===== src/sfsa_pkg.sv =====
// Purpose: Shared constants and types for the serial flash status and address mode block.
// Assumes: Single system clock at 100 MHz; link pins are sampled, not used as clocks.
// Notes:   Status register bit positions and masks are kept here for core and bench.
package sfsa_pkg;

    // Instruction codes.
    localparam logic [7:0] OP_WRITE_ENABLE     = 8'h06;
    localparam logic [7:0] OP_VOL_WRITE_ENABLE = 8'h50;
    localparam logic [7:0] OP_WRITE_DISABLE    = 8'h04;
    localparam logic [7:0] OP_READ_SR1         = 8'h05;
    localparam logic [7:0] OP_READ_SR2         = 8'h35;
    localparam logic [7:0] OP_READ_SR3         = 8'h15;
    localparam logic [7:0] OP_WRITE_SR1        = 8'h01;
    localparam logic [7:0] OP_WRITE_SR2        = 8'h31;
    localparam logic [7:0] OP_WRITE_SR3        = 8'h11;
    localparam logic [7:0] OP_READ_EAR         = 8'hC8;
    localparam logic [7:0] OP_WRITE_EAR        = 8'hC5;
    localparam logic [7:0] OP_ENTER_4B         = 8'hB7;
    localparam logic [7:0] OP_EXIT_4B          = 8'hE9;
    localparam logic [7:0] OP_RESET_ENABLE     = 8'h66;
    localparam logic [7:0] OP_RESET            = 8'h99;

    // Array instructions whose first address byte is the top byte in 4-byte mode.
    localparam int unsigned ADDR_OP_COUNT = 11;
    localparam logic [ADDR_OP_COUNT-1:0][7:0] ADDR_OPS =
        {8'h03, 8'h0B, 8'h3B, 8'h6B, 8'hBB, 8'hEB, 8'h02, 8'h32, 8'h20, 8'h52, 8'hD8};

    // Status bit positions.
    localparam int unsigned SR1_BUSY_BIT = 0;
    localparam int unsigned SR1_WEL_BIT  = 1;
    localparam int unsigned SR3_ADS_BIT  = 0;
    localparam int unsigned SR3_ADP_BIT  = 1;

    // Register index 0, 1, 2 holds status register one, two, three.
    localparam logic [2:0][7:0] SR_WRITE_MASK = {8'h66, 8'h7B, 8'h7C};
    localparam logic [2:0][7:0] SR_OTP_MASK   = {8'h00, 8'h39, 8'h00};
    localparam logic [2:0][7:0] SR_NV_INIT    = {8'h00, 8'h00, 8'h00};
    localparam logic [7:0]      EAR_RESET     = 8'h00;

    // Byte counter codes inside one frame.
    localparam logic [2:0] BYTE_OPCODE = 3'h0;
    localparam logic [2:0] BYTE_DATA0  = 3'h1;
    localparam logic [2:0] BYTE_DATA1  = 3'h2;
    localparam logic [2:0] BYTE_DATA2  = 3'h3;
    localparam logic [2:0] BYTE_SAT    = 3'h7;
    localparam logic [2:0] BIT_LAST    = 3'h7;

    // Timing.
    localparam int unsigned CLK_PERIOD_NS        = 10;
    localparam int unsigned STATUS_WRITE_TIME_NS = 10000;
    localparam int unsigned WCNT_W               = 24;

    typedef enum logic [1:0] {
        DEV_READY   = 2'b01,
        DEV_WRITING = 2'b10
    } sfsa_dev_state_t;

    typedef struct packed {
        logic [2:0]      cs_sync;
        logic [2:0]      clk_sync;
        logic [1:0]      si_sync;
        logic [1:0]      rst_sync;
        logic [2:0]      bit_idx;
        logic [2:0]      byte_cnt;
        logic [7:0]      shift;
        logic [7:0]      opcode;
        logic [7:0]      data0;
        logic [7:0]      data1;
        logic [2:0][7:0] vol;
        logic [2:0][7:0] nv;
        logic [2:0][7:0] pend;
        logic [2:0]      pend_sel;
        logic [7:0]      ear;
        logic            write_enable_latch;
        logic            vol_armed;
        logic            rst_armed;
        logic            addr_mode_flag;
        sfsa_dev_state_t dev;
        logic [WCNT_W-1:0] wcnt;
        logic            so;
        logic            so_en_n;
    } sfsa_state_t;

endpackage

===== src/sfsa_core.sv =====
// Purpose: Instruction handling for write enable, status registers, upper address byte
//          and address mode inside a serial flash device.
// Assumes: Chip select, serial clock, serial_in and the reset pin are asynchronous and
//          are sampled by clk_sys_i; the serial clock is much slower than clk_sys_i.
// Notes:   Array read, program and erase are outside this block; only the top address
//          byte of their address phase is observed.
`timescale 1ns/1ps

module sfsa_core #(
    parameter int unsigned STATUS_WRITE_CYCLES =
        sfsa_pkg::STATUS_WRITE_TIME_NS / sfsa_pkg::CLK_PERIOD_NS
) (
    input  wire logic clk_sys_i,
    input  wire logic sys_rst_i,
    input  wire logic spi_cs_n_i,
    input  wire logic spi_clk_i,
    input  wire logic serial_in_i,
    input  wire logic hw_reset_n_i,
    output logic      serial_out_o,
    output logic      serial_out_en_n_o
);

    sfsa_pkg::sfsa_state_t st;
    sfsa_pkg::sfsa_state_t next_st;

    logic            cs_hi;
    logic            cs_rise;
    logic            cs_fall;
    logic            clk_rise;
    logic            clk_fall;
    logic            busy;
    logic            hw_rst;
    logic [7:0]      byte_in;
    logic [7:0]      rd_val;
    logic [2:0]      wsel;
    logic [2:0][7:0] view;
    logic [2:0][7:0] wdata;
    logic [2:0][7:0] vol_merge;
    logic [2:0][7:0] nv_merge;

    // Keeps protected bits, takes writable bits, and never lets one-time bits fall.
    function automatic logic [7:0] merge(input logic [7:0] old, input logic [7:0] data,
                                         input logic [7:0] wmask, input logic [7:0] otp);
        merge = ((old & ~wmask) | (data & wmask)) | (old & otp);
    endfunction

    function automatic logic is_addr_op(input logic [7:0] op);
        is_addr_op = 1'b0;
        for (int k = 0; k < sfsa_pkg::ADDR_OP_COUNT; k++)
        begin
            if (sfsa_pkg::ADDR_OPS[k] == op)
            begin
                is_addr_op = 1'b1;
            end
        end
    endfunction

    // Reload after power-up or reset; sync stages and frame state are kept by caller.
    function automatic sfsa_pkg::sfsa_state_t apply_reset(input sfsa_pkg::sfsa_state_t s);
        sfsa_pkg::sfsa_state_t r;
        r                    = s;
        r.vol                = s.nv;
        r.ear                = sfsa_pkg::EAR_RESET;
        r.write_enable_latch = 1'b0;
        r.vol_armed          = 1'b0;
        r.rst_armed          = 1'b0;
        r.addr_mode_flag     = s.nv[2][sfsa_pkg::SR3_ADP_BIT];
        r.dev                = sfsa_pkg::DEV_READY;
        r.wcnt               = '0;
        r.pend_sel           = 3'h0;
        apply_reset          = r;
    endfunction

    assign cs_hi    = st.cs_sync[1];
    assign cs_rise  = st.cs_sync[1] & ~st.cs_sync[2];
    assign cs_fall  = ~st.cs_sync[1] & st.cs_sync[2];
    assign clk_rise = st.clk_sync[1] & ~st.clk_sync[2];
    assign clk_fall = ~st.clk_sync[1] & st.clk_sync[2];
    assign busy     = (st.dev == sfsa_pkg::DEV_WRITING);
    assign hw_rst   = ~st.rst_sync[1];
    assign byte_in  = {st.shift[6:0], st.si_sync[1]};

    // Live views: busy, latch and address mode are shown inside the registers.
    always_comb
    begin
        view                               = st.vol;
        view[0][sfsa_pkg::SR1_BUSY_BIT]    = busy;
        view[0][sfsa_pkg::SR1_WEL_BIT]     = st.write_enable_latch;
        view[2][sfsa_pkg::SR3_ADS_BIT]     = st.addr_mode_flag;
    end

    always_comb
    begin
        case (st.opcode)
            sfsa_pkg::OP_READ_SR1: rd_val = view[0];
            sfsa_pkg::OP_READ_SR2: rd_val = view[1];
            sfsa_pkg::OP_READ_SR3: rd_val = view[2];
            default:               rd_val = st.ear;
        endcase
    end

    // Registers touched by a completed write frame.
    always_comb
    begin
        wsel = 3'h0;
        if (st.byte_cnt == sfsa_pkg::BYTE_DATA1)
        begin
            case (st.opcode)
                sfsa_pkg::OP_WRITE_SR1: wsel = 3'b001;
                sfsa_pkg::OP_WRITE_SR2: wsel = 3'b010;
                sfsa_pkg::OP_WRITE_SR3: wsel = 3'b100;
                default:                wsel = 3'h0;
            endcase
        end
        else if (st.byte_cnt == sfsa_pkg::BYTE_DATA2 && st.opcode == sfsa_pkg::OP_WRITE_SR1)
        begin
            wsel = 3'b011;
        end
    end

    generate
        for (genvar i = 0; i < 3; i++)
        begin : g_merge
            assign wdata[i] = (i == 1 && st.opcode == sfsa_pkg::OP_WRITE_SR1) ?
                              st.data1 : st.data0;
            assign vol_merge[i] = merge(st.vol[i], wdata[i], sfsa_pkg::SR_WRITE_MASK[i],
                                        sfsa_pkg::SR_OTP_MASK[i]);
            assign nv_merge[i]  = merge(st.nv[i], wdata[i], sfsa_pkg::SR_WRITE_MASK[i],
                                        sfsa_pkg::SR_OTP_MASK[i]);
        end
    endgenerate

    always_comb
    begin
        next_st          = st;
        next_st.cs_sync  = {st.cs_sync[1:0], spi_cs_n_i};
        next_st.clk_sync = {st.clk_sync[1:0], spi_clk_i};
        next_st.si_sync  = {st.si_sync[0], serial_in_i};
        next_st.rst_sync = {st.rst_sync[0], hw_reset_n_i};

        // Self-timed non-volatile write cycle.
        if (busy)
        begin
            if (st.wcnt == sfsa_pkg::WCNT_W'(STATUS_WRITE_CYCLES - 1))
            begin
                for (int k = 0; k < 3; k++)
                begin
                    if (st.pend_sel[k])
                    begin
                        next_st.nv[k]  = st.pend[k];
                        next_st.vol[k] = st.pend[k];
                    end
                end
                next_st.write_enable_latch = 1'b0;
                next_st.dev                = sfsa_pkg::DEV_READY;
                next_st.wcnt               = '0;
                next_st.pend_sel           = 3'h0;
            end
            else
            begin
                next_st.wcnt = st.wcnt + 1'b1;
            end
        end

        if (cs_fall)
        begin
            next_st.bit_idx  = 3'h0;
            next_st.byte_cnt = sfsa_pkg::BYTE_OPCODE;
            next_st.opcode   = 8'h00;
            next_st.so_en_n  = 1'b1;
        end
        else if (!cs_hi && clk_rise)
        begin
            next_st.shift   = byte_in;
            next_st.bit_idx = st.bit_idx + 1'b1;
            if (st.bit_idx == sfsa_pkg::BIT_LAST)
            begin
                if (st.byte_cnt == sfsa_pkg::BYTE_OPCODE)
                begin
                    next_st.opcode = byte_in;
                end
                else if (st.byte_cnt == sfsa_pkg::BYTE_DATA0)
                begin
                    next_st.data0 = byte_in;
                    if (st.addr_mode_flag && is_addr_op(st.opcode) && !busy)
                    begin
                        next_st.ear = byte_in;
                    end
                end
                else if (st.byte_cnt == sfsa_pkg::BYTE_DATA1)
                begin
                    next_st.data1 = byte_in;
                end
                if (st.byte_cnt != sfsa_pkg::BYTE_SAT)
                begin
                    next_st.byte_cnt = st.byte_cnt + 1'b1;
                end
            end
        end
        else if (!cs_hi && clk_fall && st.byte_cnt != sfsa_pkg::BYTE_OPCODE)
        begin
            if (st.opcode == sfsa_pkg::OP_READ_SR1 || st.opcode == sfsa_pkg::OP_READ_SR2 ||
                st.opcode == sfsa_pkg::OP_READ_SR3 || st.opcode == sfsa_pkg::OP_READ_EAR)
            begin
                next_st.so      = rd_val[sfsa_pkg::BIT_LAST - st.bit_idx];
                next_st.so_en_n = 1'b0;
            end
        end
        else if (cs_rise)
        begin
            next_st.so_en_n = 1'b1;
            if (!busy && st.bit_idx == 3'h0)
            begin
                if (st.opcode != sfsa_pkg::OP_VOL_WRITE_ENABLE &&
                    st.byte_cnt != sfsa_pkg::BYTE_OPCODE)
                begin
                    next_st.vol_armed = 1'b0;
                end
                if (st.opcode != sfsa_pkg::OP_RESET_ENABLE &&
                    st.byte_cnt != sfsa_pkg::BYTE_OPCODE)
                begin
                    next_st.rst_armed = 1'b0;
                end
                case (st.opcode)
                    sfsa_pkg::OP_WRITE_ENABLE:
                    begin
                        if (st.byte_cnt == sfsa_pkg::BYTE_DATA0)
                        begin
                            next_st.write_enable_latch = 1'b1;
                        end
                    end
                    sfsa_pkg::OP_VOL_WRITE_ENABLE:
                    begin
                        if (st.byte_cnt == sfsa_pkg::BYTE_DATA0)
                        begin
                            next_st.vol_armed = 1'b1;
                        end
                    end
                    sfsa_pkg::OP_WRITE_DISABLE:
                    begin
                        if (st.byte_cnt == sfsa_pkg::BYTE_DATA0)
                        begin
                            next_st.write_enable_latch = 1'b0;
                        end
                    end
                    sfsa_pkg::OP_WRITE_SR1, sfsa_pkg::OP_WRITE_SR2, sfsa_pkg::OP_WRITE_SR3:
                    begin
                        if (wsel != 3'h0 && st.vol_armed)
                        begin
                            for (int k = 0; k < 3; k++)
                            begin
                                if (wsel[k])
                                begin
                                    next_st.vol[k] = vol_merge[k];
                                end
                            end
                        end
                        else if (wsel != 3'h0 && st.write_enable_latch)
                        begin
                            next_st.pend     = nv_merge;
                            next_st.pend_sel = wsel;
                            next_st.dev      = sfsa_pkg::DEV_WRITING;
                            next_st.wcnt     = '0;
                        end
                    end
                    sfsa_pkg::OP_WRITE_EAR:
                    begin
                        if (st.byte_cnt == sfsa_pkg::BYTE_DATA1 &&
                            st.write_enable_latch)
                        begin
                            next_st.ear = st.data0;
                        end
                    end
                    sfsa_pkg::OP_ENTER_4B:
                    begin
                        if (st.byte_cnt == sfsa_pkg::BYTE_DATA0)
                        begin
                            next_st.addr_mode_flag = 1'b1;
                        end
                    end
                    sfsa_pkg::OP_EXIT_4B:
                    begin
                        if (st.byte_cnt == sfsa_pkg::BYTE_DATA0)
                        begin
                            next_st.addr_mode_flag = 1'b0;
                        end
                    end
                    sfsa_pkg::OP_RESET_ENABLE:
                    begin
                        if (st.byte_cnt == sfsa_pkg::BYTE_DATA0)
                        begin
                            next_st.rst_armed = 1'b1;
                        end
                    end
                    sfsa_pkg::OP_RESET:
                    begin
                        if (st.byte_cnt == sfsa_pkg::BYTE_DATA0 && st.rst_armed)
                        begin
                            next_st = apply_reset(next_st);
                        end
                    end
                    default:
                    begin
                    end
                endcase
            end
        end

        if (hw_rst)
        begin
            next_st = apply_reset(next_st);
        end

        if (sys_rst_i)
        begin
            next_st          = st;
            next_st.cs_sync  = 3'h7;
            next_st.clk_sync = 3'h0;
            next_st.si_sync  = 2'h0;
            next_st.rst_sync = 2'h3;
            next_st.bit_idx  = 3'h0;
            next_st.byte_cnt = sfsa_pkg::BYTE_OPCODE;
            next_st.shift    = 8'h00;
            next_st.opcode   = 8'h00;
            next_st.data0    = 8'h00;
            next_st.data1    = 8'h00;
            next_st.nv       = sfsa_pkg::SR_NV_INIT;
            next_st.pend     = sfsa_pkg::SR_NV_INIT;
            next_st.so       = 1'b0;
            next_st.so_en_n  = 1'b1;
            next_st          = apply_reset(next_st);
        end
    end

    always_ff @(posedge clk_sys_i)
    begin
        st <= next_st;
    end

    assign serial_out_o      = st.so;
    assign serial_out_en_n_o = st.so_en_n;

endmodule


===== config.mk =====
export PLATFORM = sky130hd
export DESIGN_NAME = sfsa_core
export DESIGN_NICKNAME = d
export VERILOG_FILES = /design/src/sfsa_pkg.sv /design/src/sfsa_core.sv
export SDC_FILE = /design/constraint.sdc
export NUM_CORES = 1
export LEC_CHECK = 0
export BUFFER_PORTS_ARGS = -buffer_cell sky130_fd_sc_hd__buf_2
export CORE_MARGIN = 4
export CORE_UTILIZATION = 52
export DETAILED_ROUTE_END_ITERATION = 7
export PLACE_DENSITY_LB_ADDON = 0.05
export SLEW_MARGIN = 20
export SYNTH_ARGS = -nofsm -noshare
export SYNTH_HDL_FRONTEND = slang
export SYNTH_SLANG_ARGS = --single-unit

===== constraint.sdc =====
create_clock -name clk_sys_i -period 3.1 [get_ports clk_sys_i]
set_clock_uncertainty 0.05 [all_clocks]
set_input_delay 0.93 -clock clk_sys_i [delete_from_list [all_inputs] [get_ports clk_sys_i]]
set_output_delay 0.93 -clock clk_sys_i [all_outputs]
set_load 0.01 [all_outputs]

* Word level (Yosys, flattened, before mapping) *
Cells that the tools add are included.

operators by class
  $add $sub $neg = 4
  magnitude comparators = 1
  eq/ne operators = 51
  muxes and demuxes = 112
  bitwise logic cells = 20
  reductions and logical operators = 30

operators by type and width
  kind                                                    number
  two-way mux 163 bit                                     8
  two-way mux 115 bit                                     2
  two-way mux 8 bit                                       21
  two-way mux 161 bit                                     1
  two-way mux 48 bit                                      3
  two-way mux 130 bit                                     1
  two-way mux 24 bit                                      4
  two-way mux 26 bit                                      3
  two-way mux 75 bit                                      1
  two-way mux 27 bit                                      2
  case mux 27 bit (2 select lines)                        1
  case mux 26 bit (2 select lines)                        1
  OR 8 x 7 -> 8 bit                                       6
  case mux 24 bit (2 select lines)                        1
  equality test 8 bit (second input constant)             5
  two-way mux 1 bit                                       38
  two-way mux 38 bit                                      1
  two-way mux 32 bit                                      1
  adder 24 x 1 -> 24 bit (second input constant)          1
  equality test 24 x 10 -> 1 bit (second input constant)  1
  equality test 6 x 8 -> 1 bit (first input constant)     3
  equality test 8 x 3 -> 1 bit (second input constant)    3
  equality test 8 bit (first input constant)              3
  case mux 8 bit (3 select lines)                         1
  other kinds (45)                                        106

storage, ports and cells
  bits in registers = 163
  bits of input ports = 6
  output and inout bits = 2
  word-level logic and storage cells = 247

* Longest topological paths before layout *
Gate-level depths: netlist (run 1).

  depth after elaboration = 26
  mapped depth = 11
  gate-level depth less buffers = 8

* Least setup slack after synthesis (run 1) *
OpenSTA, ideal clock, no wires.

  kind = register to register
  from = register st[150] (netlist name)
  to = register st[110] (netlist name)
  arrival = 2229 ps
  required time = 2928 ps
  slack = 699 ps
  cell stages (with the launch flop) = 11
  path buffers = 2
  clock period less this slack = 2401 ps
  cell sequence = dfxtp_1 -> clkbuf_1 -> inv_1 -> ha_1 -> nand3b_1 -> or3_1 -> buf_2 -> a211o_1 -> a21o_1 -> and3_1 -> a311o_1

on the way
  word-level cells in the longest chain between the ends = 8

RTL lines
  what                    line              RTL
  start, declared         sfsa_core.sv:23   sfsa_pkg::sfsa_state_t st;
  start signal, assigned  sfsa_core.sv:337  st <= next_st;
  zero test 3 bit         sfsa_core.sv:212  if (!busy && st.bit_idx == 3'h0)
  logical AND 1 bit       sfsa_core.sv:212
  two-way mux 163 bit     sfsa_core.sv:212
  two-way mux 163 bit     sfsa_core.sv:209  else if (cs_rise)
  two-way mux 161 bit     sfsa_core.sv:200  else if (!cs_hi && clk_fall && st.byte_cnt != sfsa_pkg::BYTE_OPCODE)
  two-way mux 75 bit      sfsa_core.sv:172  else if (!cs_hi && clk_rise)
  two-way mux 130 bit     sfsa_core.sv:165  if (cs_fall)
  two-way mux 115 bit     sfsa_core.sv:309  if (hw_rst)

Every way passes these cells. The select of a mux whose other input is x is not followed.
A chain may end at the register's enable or synchronous reset.

* Worst setup path in the final report (run 1) *
  from = register st[135] (netlist name)
  to = register st[104] (netlist name)

on the way
  word-level cells in the longest chain between the ends = 14

RTL lines
  what                              line              RTL
  equality test 8 x 1 -> 1 bit      n/a
  logical AND 1 bit                 sfsa_core.sv:115  else if (st.byte_cnt == sfsa_pkg::BYTE_DATA2 && st.opcode == sfsa_pkg::OP_WRITE_SR1)
  two-way mux 2 bit                 sfsa_core.sv:115
  two-way mux 3 bit                 sfsa_core.sv:106  if (st.byte_cnt == sfsa_pkg::BYTE_DATA1)
  nonzero test 3 bit                sfsa_core.sv:248  if (wsel != 3'h0 && st.vol_armed)
  logical AND 1 bit                 sfsa_core.sv:248
  two-way mux 24 bit                sfsa_core.sv:248
  case mux 24 bit (2 select lines)  sfsa_core.sv:224  case (st.opcode)
  two-way mux 163 bit *             sfsa_core.sv:212
  two-way mux 163 bit *             sfsa_core.sv:209
  two-way mux 161 bit *             sfsa_core.sv:200
  two-way mux 75 bit *              sfsa_core.sv:172
  two-way mux 130 bit *             sfsa_core.sv:165
  two-way mux 115 bit *             sfsa_core.sv:309

Every way passes the cells marked *; elsewhere a longest branch is shown, timed or not. The select of a mux whose other input is x is not followed.

==> flow_summary_export.csv, run 1 <==
group,metric,value,unit
sta,min_period,2.86,ns
layout,drive_gt1_frac,0.133,
sta,setup_slack,0.243,ns
global_routing,overflow,0,
sta,tightest_slew,0.695,ns
floorplan,die_area,15900,µm²
critical_path,endpoint_kind,"flip-flop",
job,maxCapViolations,0,
sta,slew_headroom,0.533,
route,wire_per_inst,19.9,µm
global_routing,grtUsageTotal,0.260,
logic_synthesis,synth_cell_types,81,
route,firstDrtPassIters,5,
critical_path,crit_arrival,3.18,ns
sta,fmax,0.350,GHz
power,peakVddDrop,0.000479,V
sta,rsz0062_at_grt,"no",
place,gp_congestion,0.987,
logic_synthesis,synth-seq-area-share,0.408,
global_routing,grt_pass1_vias,6086,
logic_synthesis,ys.flop_type,"dfxtp_1",
floorplan,dieHeight,126,µm
critical_path,required,3.42,ns
floorplan,design.core.area,13500,µm²
clock_tree,cts_sinks,148,
clock_tree,cts_setup_buffers,0,
clock_tree,cts_tree,"done",
layout,n_antenna_cell,0,
route,vias,6343,
layout,final_cell_mix,"dfxtp_1 (148), nor2_1 (102), nand2_1 (80)",
logic_synthesis,async_reset_ff_frac,0,
place,dpl.hpwl,14600,µm
logic_synthesis,yosys_warnings,0,
logic_synthesis,synth_nets,839,
layout,nNetsFinal,848,
sta,setup_violations,0,
global_routing,grt_start_max_net_pins,31,
place,port_buffers,7,
logic_synthesis,ys_seq_elements,148,
floorplan,io_pins,8,
route,vias_per_cell,6.21,
layout,fillers,1207,
critical_path,start_kind,"flip-flop",
sta,finalHoldViolations,0,
clock_tree,hold_buffers,0,
logic_synthesis,synth.avg_cell_area,8.82,µm²
global_routing,grt_pass1_wl,33000,µm
critical_path,crit_fanout,12,
route,drc,0,
logic_synthesis,syn_inst,823,
logic_synthesis,synthesis.area,7260,µm²
run_status,status,"complete, no violations",
min_path,hp-class,"flip-flop to flip-flop",
sta,period_share,0.921,
route,drt_iter0_drc,531,
global_routing,antenna_found_initial,0,
layout,final_common_cell,"dfxtp_1",
sta,tns,0,ns
route,wirelength,20400,µm
clock_tree,cts_root_buf,"clkbuf_16",
floorplan,start_util,0.539,
power,p_leak,3.12,nW
clock_tree,cts_buffer_depth,2,
layout,area_growth,11.9,%
clock_tree,cts_buffers,17,
sta,drv_slew,0,
clock_tree,cts-htree-levels,4,
power,power_per_cell_area,501,nW/µm²
place,dpl_worst_slack,0.382,ns
route,ant_nets,0,
clock_tree,clkSlewWorstSetupHoldPaths,0.07,ns
clock_tree,cts_resized,0,
critical_path,criticalPathCategory,"flip-flop to flip-flop",
clock_tree,clock_latency,0.43,ns
logic_synthesis,synth-edff-count,0,
floorplan,die_x,126,µm
floorplan,rows,42,
-- per-layer routing --
layer | global-route usage | vias up | wire length [µm]
met3 | 0.0559 | 32 | 1220
li1 | - | 3009 | -
met5 | 0 | - | 0
met2 | 0.414 | 211 | 9400
met4 | 0.0909 | 0 | 443
met1 | 0.350 | 3091 | 9310
-- kinds of logic after synthesis --
family / synth area share
and+or+nand+nor: 0.261
adders and majority gates: 0.0172
DFF: 0.408
muxes: 0.0864
xor gates and xnor gates: 0.0326
AOI/OAI and AO/OA: 0.155
buffers and inverters: 0.0388
-- cells in the mapped netlist, types with 4 or more instances --
library cell  instances  area [µm²]
a311oi_1              8        70.1
nor2b_1              16         100
mux2i_1              48         480
or4_1                 4        30.0
a221o_1               4        40.0
a21o_1                8        60.1
and3_1               13        81.3
or3_1                 5        31.3
and4_1                4        35.0
nand4_1              11        68.8
a211oi_1              5        37.5
o21ai_0              15        75.1
inv_1                13        48.8
xor2_1               13         114
nor3_1               28         140
ha_1                 10         125
nand3_1              17        85.1
nand2b_1             14        87.6
a31oi_1               7        43.8
a22oi_1              17         128
nor4_1               13        81.3
nor2_1              102         383
clkbuf_1             25        93.8
and2_1                4        25.0
o22ai_1              12        75.1
mux2_2                9         101
nand2_1              80         300
a21oi_1              48         240
a32oi_1               4        35.0
buf_2                17        85.1
dfxtp_1             148        2960
xnor2_1              14         123
or2_2                 9        56.3
-- power breakdown --
group	leakage, nW	total (mW)	switching, mW	internal, mW
sequential	1.19	1.91	0.00601	1.91
clock	0.289	2.06	0.858	1.20
combinational	1.64	0.0948	0.0666	0.0282
-- final timing paths --
path,from,to,slack (ns),cells past startpoint
worst max-delay path,st[135],st[104],0.24,8
worst min register to register,st[160],cs_hi,0.36,1
worst max register to register,st[135],st[104],0.24,8
worst min-delay path,st[160],cs_hi,0.36,1
-- worst max-delay path, stage by stage, from the launching register on --
cell and delay [ns]:
dfxtp_1 0.62, buf_4 0.24, and4bb_1 0.24, nand4_1 0.32
nor2_1 0.41, buf_4 0.21, nor2_1 0.10, o32ai_1 0.44
a31o_1 0.16
-- state kept, by name, summed over array words and instances, names as in the netlist --
name               cells
st                   137
byte_in                8
cs_hi                  1
serial_out_en_n_o      1
serial_out_o           1
-- area by class of cell --
| cell class | count | area, µm² | area share |
|---|---|---|---|
| Clock buffer | 17 | 425 | 0.0524 |
| Clock inverter | 15 | 165 | 0.0203 |
| Inverter | 13 | 48.8 | 0.00601 |
| Multi-Input combinational cell | 613 | 4010 | 0.494 |
| Sequential cell | 148 | 2960 | 0.365 |
| Tap cell | 176 | 220 | 0.0271 |
| Timing Repair Buffer | 39 | 288 | 0.0354 |
-- metrics by stage --
step                total power, mW  hold slack [ns]   util  cell area [µm²]  std cells
floorplan                      2.02            0.339      -             7260        823
global placement               2.05            0.350  0.560             7530        989
detailed placement             2.05            0.353  0.560             7530        989
CTS                            4.10            0.355  0.604             8120       1021
global route                   4.21            0.360  0.604             8120       1021
finish                         4.07            0.356  0.604             8120       1021
Note: power is estimated with default switching activity, not from simulation.
==> inputs of run 2 (changes only) <==
==> constraint.sdc (replaced) <==
create_clock -name clk_sys_i -period 3.1 [get_ports clk_sys_i]
set_clock_uncertainty 0.05 [all_clocks]
set_input_delay 0 -clock clk_sys_i [delete_from_list [all_inputs] [get_ports clk_sys_i]]
set_output_delay 0 -clock clk_sys_i [all_outputs]
set_load 0.01 [all_outputs]
==> flow_summary_export.csv, run 2 (same netlist as run 1, synthesis figures left out) <==
group,metric,value,unit
run_status,status,"complete, no violations",
floorplan,start_util,0.539,
sta,setup_slack,0.356,ns
route,drt_iter0_drc,555,
layout,final_cell_mix,"dfxtp_1 (148), nor2_1 (102), nand2_1 (80)",
power,switchingPower,901,µW
power,pwr-share-clk,0.505,
min_path,holdPathEnd,"st[160]",
clock_tree,clock_latency,0.43,ns
sta,rsz0062_at_grt,"no",
critical_path,endpoint_kind,"flip-flop",
clock_tree,cts_buffers,17,
power,swShare,0.221,
layout,largest_reg_flops,137,
route,drc,0,
min_path,whs_path_depth,3,
global_routing,grtUsageTotal,0.257,
critical_path,r2r_slack,0.36,ns
power,seq_power_share,0.471,
sta,period_share,0.885,
floorplan,design.core.area,13500,µm²
clock_tree,cts_resized,0,
clock_tree,clkSlewWorstSetupHoldPaths,0.06,ns
sta,min_period,2.74,ns
clock_tree,cts_sinks,148,
critical_path,reg2regPathDepth,8,
critical_path,crit_arrival,3.00,ns
layout,top_register,"st",
sta,setup_violations,0,
route,vias_per_cell,6.24,
power,p_leak,3.11,nW
power,power_per_cell_area,501,nW/µm²
job,maxCapViolations,0,
place,port_buffers,7,
clock_tree,cts_tree,"done",
layout,nNetsFinal,847,
critical_path,r2r-start,"st[147]",
power,power_frac_comb,0.024,
clock_tree,cts_root_buf,"clkbuf_16",
floorplan,io_pins,8,
floorplan,die_x,126,µm
clock_tree,cts_setup_buffers,0,
sta,slew_headroom,0.487,
power,peakVddDrop,0.000401,V
route,ant_nets,0,
floorplan,rows,42,
global_routing,overflow,0,
route,wirelength,20200,µm
sta,tightest_slew,0.764,ns
global_routing,grt_pass1_wl,32400,µm
global_routing,grt_pass1_vias,5913,
layout,area_growth,11.9,%
route,firstDrtPassIters,8,
place,dpl.hpwl,14300,µm
floorplan,die_area,15900,µm²
power,power.internal,3.17,mW
sta,finalHoldViolations,0,
place,dpl_worst_slack,0.433,ns
sta,fmax,0.364,GHz
place,gp_congestion,0.947,
layout,final_common_cell,"dfxtp_1",
min_path,hp-class,"input port to flip-flop",
sta,tns,0,ns
clock_tree,cts_buffer_depth,2,
critical_path,criticalPathCategory,"flip-flop to flip-flop",
layout,n_antenna_cell,0,
critical_path,r2r-end,"st[99]",
floorplan,dieHeight,126,µm
layout,final_util,0.604,
min_path,hold_start,"spi_cs_n_i",
sta,drv_slew,0,
route,wire_per_inst,19.8,µm
global_routing,antenna_found_initial,0,
critical_path,required,3.35,ns
critical_path,crit_fanout,4,
clock_tree,cts-htree-levels,4,
layout,drive_gt1_frac,0.122,
global_routing,grt_start_max_net_pins,71,
critical_path,start_kind,"flip-flop",
route,vias,6362,
==> run 2: changes by cell type in the layout (fill, tap and decap cells not counted), sizes merged <==
cell         change
dlygate4sd3      +6
buf              -7
clkbuf           +3
inv              -4
==> run 2: timing repair <==
| item | CTS | global route |
|---|---|---|
| setup endpoints to repair | 0 | 0 |
| hold buffers | 6 | 0 |
| hold endpoints to repair | 11 | 0 |
==> run 2: power groups by stage <==
stage / Clock [mW] / Sequential [mW] / Combinational [mW]
finish: 2.05 / 1.92 / 0.0971
global route: 2.17 / 1.92 / 0.104
global placement: 0 / 1.96 / 0.0888
CTS: 2.08 / 1.92 / 0.0957
detailed placement: 0 / 1.96 / 0.0896
floorplan: 0 / 1.95 / 0.0607
==> run 2: layer usage <==
metal	track usage	share of wire	vias up
met5	0	0	-
met4	0.0946	0.028	0
met3	0.0559	0.062	40
met2	0.395	0.45	234
met1	0.355	0.46	3077
li1	-	-	3011
==> run 2: how the worst max path moves through the flow <==
stage,from,to,slack [ns]
6_report,st[147],st[99],0.36
5_1_grt,st[147],st[99],0.23
4_1_cts,st[147],st[99],0.41
3_5_place_dp,st[147],st[99],0.43
3_3_place_gp,st[147],st[99],0.45
2_1_floorplan,st[150],st[110],0.70
==> run 2: layout make-up <==
| class | instances | area (µm²) |
|---|---|---|
| Fill cell | 1226 | 5330 |
| Clock buffer | 20 | 457 |
| Multi-Input combinational cell | 613 | 4010 |
| Tap cell | 176 | 220 |
| Sequential cell | 148 | 2960 |
| Timing Repair Buffer | 38 | 295 |
| Clock inverter | 11 | 125 |
| Inverter | 13 | 48.8 |
==> run 2: critical path, stage by stage (launching register included) <==
cell and delay (ns):
dfxtp_1 0.40, ha_1 0.20, ha_1 0.29, or3b_2 0.46, mux2i_1 0.33, a31oi_1 0.24
nand2b_1 0.29, a32oi_1 0.27, a221oi_2 0.09
==> run 2: stage by stage <==
step	area [µm²]	instances	hold slack, ns	total power, mW
2_1_floorplan	7260	823	0.0538	2.02
3_3_place_gp	7480	982	0.136	2.05
3_5_place_dp	7480	982	0.140	2.05
4_1_cts	8120	1019	0.241	4.09
5_1_grt	8120	1019	0.252	4.19
6_report	8120	1019	0.252	4.07
==> inputs of run 3 (changes only) <==
==> constraint.sdc (replaced) <==
create_clock -name clk_sys_i -period 2.9 [get_ports clk_sys_i]
set_clock_uncertainty 0.05 [all_clocks]
set_input_delay 0 -clock clk_sys_i [delete_from_list [all_inputs] [get_ports clk_sys_i]]
set_output_delay 0 -clock clk_sys_i [all_outputs]
set_load 0.01 [all_outputs]
==> flow_summary_export.csv, run 3 (same netlist as run 1, synthesis figures left out) <==
group,metric,value,unit
job,maxCapViolations,0,
critical_path,criticalPathCategory,"flip-flop to flip-flop",
route,vias,6287,
floorplan,dieHeight,126,µm
critical_path,reg2regPathDepth,7,
layout,final_common_cell,"dfxtp_1",
power,peakVddDrop,0.000415,V
power,power_per_cell_area,550,nW/µm²
clock_tree,cts_sinks,148,
floorplan,die_x,126,µm
critical_path,r2r-end,"st[52]",
place,dpl.hpwl,14600,µm
route,wirelength,20700,µm
sta,drv_slew,0,
route,firstDrtPassIters,5,
critical_path,slowest_delay,0.57,ns
place,dpl_worst_slack,0.308,ns
sta,tightest_slew,0.759,ns
floorplan,die_area,15900,µm²
clock_tree,clkSlewWorstSetupHoldPaths,0.07,ns
sta,tns,0,ns
layout,nNetsFinal,853,
clock_tree,hold_buffers,5,
sta,rsz0062_at_grt,"no",
route,drc,0,
global_routing,grt_pass1_wl,33000,µm
layout,drive_gt1_frac,0.132,
layout,n_antenna_cell,0,
global_routing,top_usage_layer,"met2",
clock_tree,cts_buffer_depth,2,
clock_tree,cts_buffers,17,
layout,area_growth,13.3,%
global_routing,grtUsageMet3,0.0605,
critical_path,required,3.20,ns
global_routing,overflow,0,
clock_tree,cts_setup_buffers,0,
route,vias_per_cell,6.13,
critical_path,r2r-start,"st[136]",
sta,setup_slack,0.257,ns
sta,slew_headroom,0.494,
clock_tree,cts_tree,"done",
min_path,whs_path_depth,3,
place,gp_congestion,0.942,
floorplan,start_util,0.539,
critical_path,r2r_slack,0.26,ns
route,wire_per_inst,20.2,µm
min_path,hp-class,"input port to flip-flop",
run_status,status,"complete, no violations",
global_routing,antenna_found_initial,0,
route,drt_iter0_drc,506,
sta,min_period,2.64,ns
global_routing,grt_pass1_vias,6019,
layout,final_util,0.611,
floorplan,io_pins,8,
sta,finalHoldViolations,0,
power,p_leak,3.17,nW
layout,final_cell_mix,"dfxtp_1 (148), nor2_1 (102), nand2_1 (80)",
clock_tree,cts-htree-levels,4,
sta,fmax,0.378,GHz
clock_tree,clock_latency,0.43,ns
critical_path,crit_arrival,2.94,ns
global_routing,grt_use_met2,0.397,
sta,period_share,0.911,
layout,top_register,"st",
layout,largest_reg_flops,137,
critical_path,endpoint_kind,"flip-flop",
critical_path,critPathSlowestCell,"nor4_4",
route,ant_nets,0,
global_routing,grt_start_max_net_pins,67,
min_path,hold_start,"hw_reset_n_i",
floorplan,rows,42,
critical_path,start_kind,"flip-flop",
clock_tree,cts_resized,0,
clock_tree,cts_root_buf,"clkbuf_16",
min_path,holdPathEnd,"st[153]",
place,port_buffers,7,
global_routing,use_met1,0.362,
critical_path,path_cells,"nor4_4 -> a21oi_1 -> nor4b_2 -> nor2b_1 -> buf_12 -> nor2_1 -> a211oi_1",
floorplan,design.core.area,13500,µm²
sta,setup_violations,0,
critical_path,crit_fanout,20,
global_routing,grtUsageTotal,0.262,
run 3: changes by cell type in the layout (fill, tap and decap cells not counted), sizes merged:
| cell | change |
|---|---|
| clkinvlp | -2 |
| inv | +1 |
| buf | +7 |
| clkbuf | +1 |
| dlygate4sd3 | -1 |
| bufinv | +1 |
run 3: per-stage QoR:
stage | std cells | instance area, µm² | total power, mW | hold WS (ns)
global route | 1026 | 8220 | 4.67 | 0.259
detailed placement | 989 | 7530 | 2.19 | 0.138
global placement | 989 | 7530 | 2.19 | 0.138
CTS | 1026 | 8220 | 4.54 | 0.239
finish | 1026 | 8220 | 4.52 | 0.251
floorplan | 823 | 7260 | 2.15 | 0.0538
run 3: critical path: cells and delay by family, from the launching register on:
| family | cells | cell delay [ns] |
|---|---|---|
| AO/OA/AOI/OAI | 2 | 0.35 |
| buffers and inverters | 1 | 0.20 |
| AND/OR/NAND/NOR | 4 | 1.42 |
| flip-flops | 1 | 0.51 |
run 3: worst max path at each step:
stage | startpoint | to | slack, ns | cells past startpoint
after floorplan | st[150] | st[110] | 0.50 | 10
after global placement | st[136] | st[110] | 0.36 | 6
after detailed placement | st[136] | st[52] | 0.31 | 7
after CTS | st[136] | st[52] | 0.28 | 7
after global routing | st[147] | st[99] | 0.08 | 8
final | st[136] | st[52] | 0.26 | 7
run 3: where the power goes:
part           switching, mW  total [mW]  leakage, nW  internal, mW
Combinational         0.0710       0.102         1.66        0.0312
Sequential           0.00668        2.05         1.19          2.04
Clock                  0.909        2.37        0.317          1.46
Total                  0.987        4.52         3.17          3.54
run 3: area by class of cell:
| cell class | instances | area (µm²) |
|---|---|---|
| Clock buffer | 21 | 480 |
| Clock inverter | 11 | 163 |
| Fill cell | 1199 | 5230 |
| Inverter | 13 | 48.8 |
| Multi-Input combinational cell | 613 | 4010 |
| Sequential cell | 148 | 2960 |
| Tap cell | 176 | 220 |
| Timing Repair Buffer | 44 | 338 |
run 3: per-layer routing:
metal / routed length (µm) / share of wire / vias to the layer above
met5: 0 / 0 / -
met4: 633 / 0.031 / 0
met3: 1110 / 0.054 / 43
met2: 9310 / 0.45 / 197
met1: 9640 / 0.47 / 3024
li1: - / - / 3023
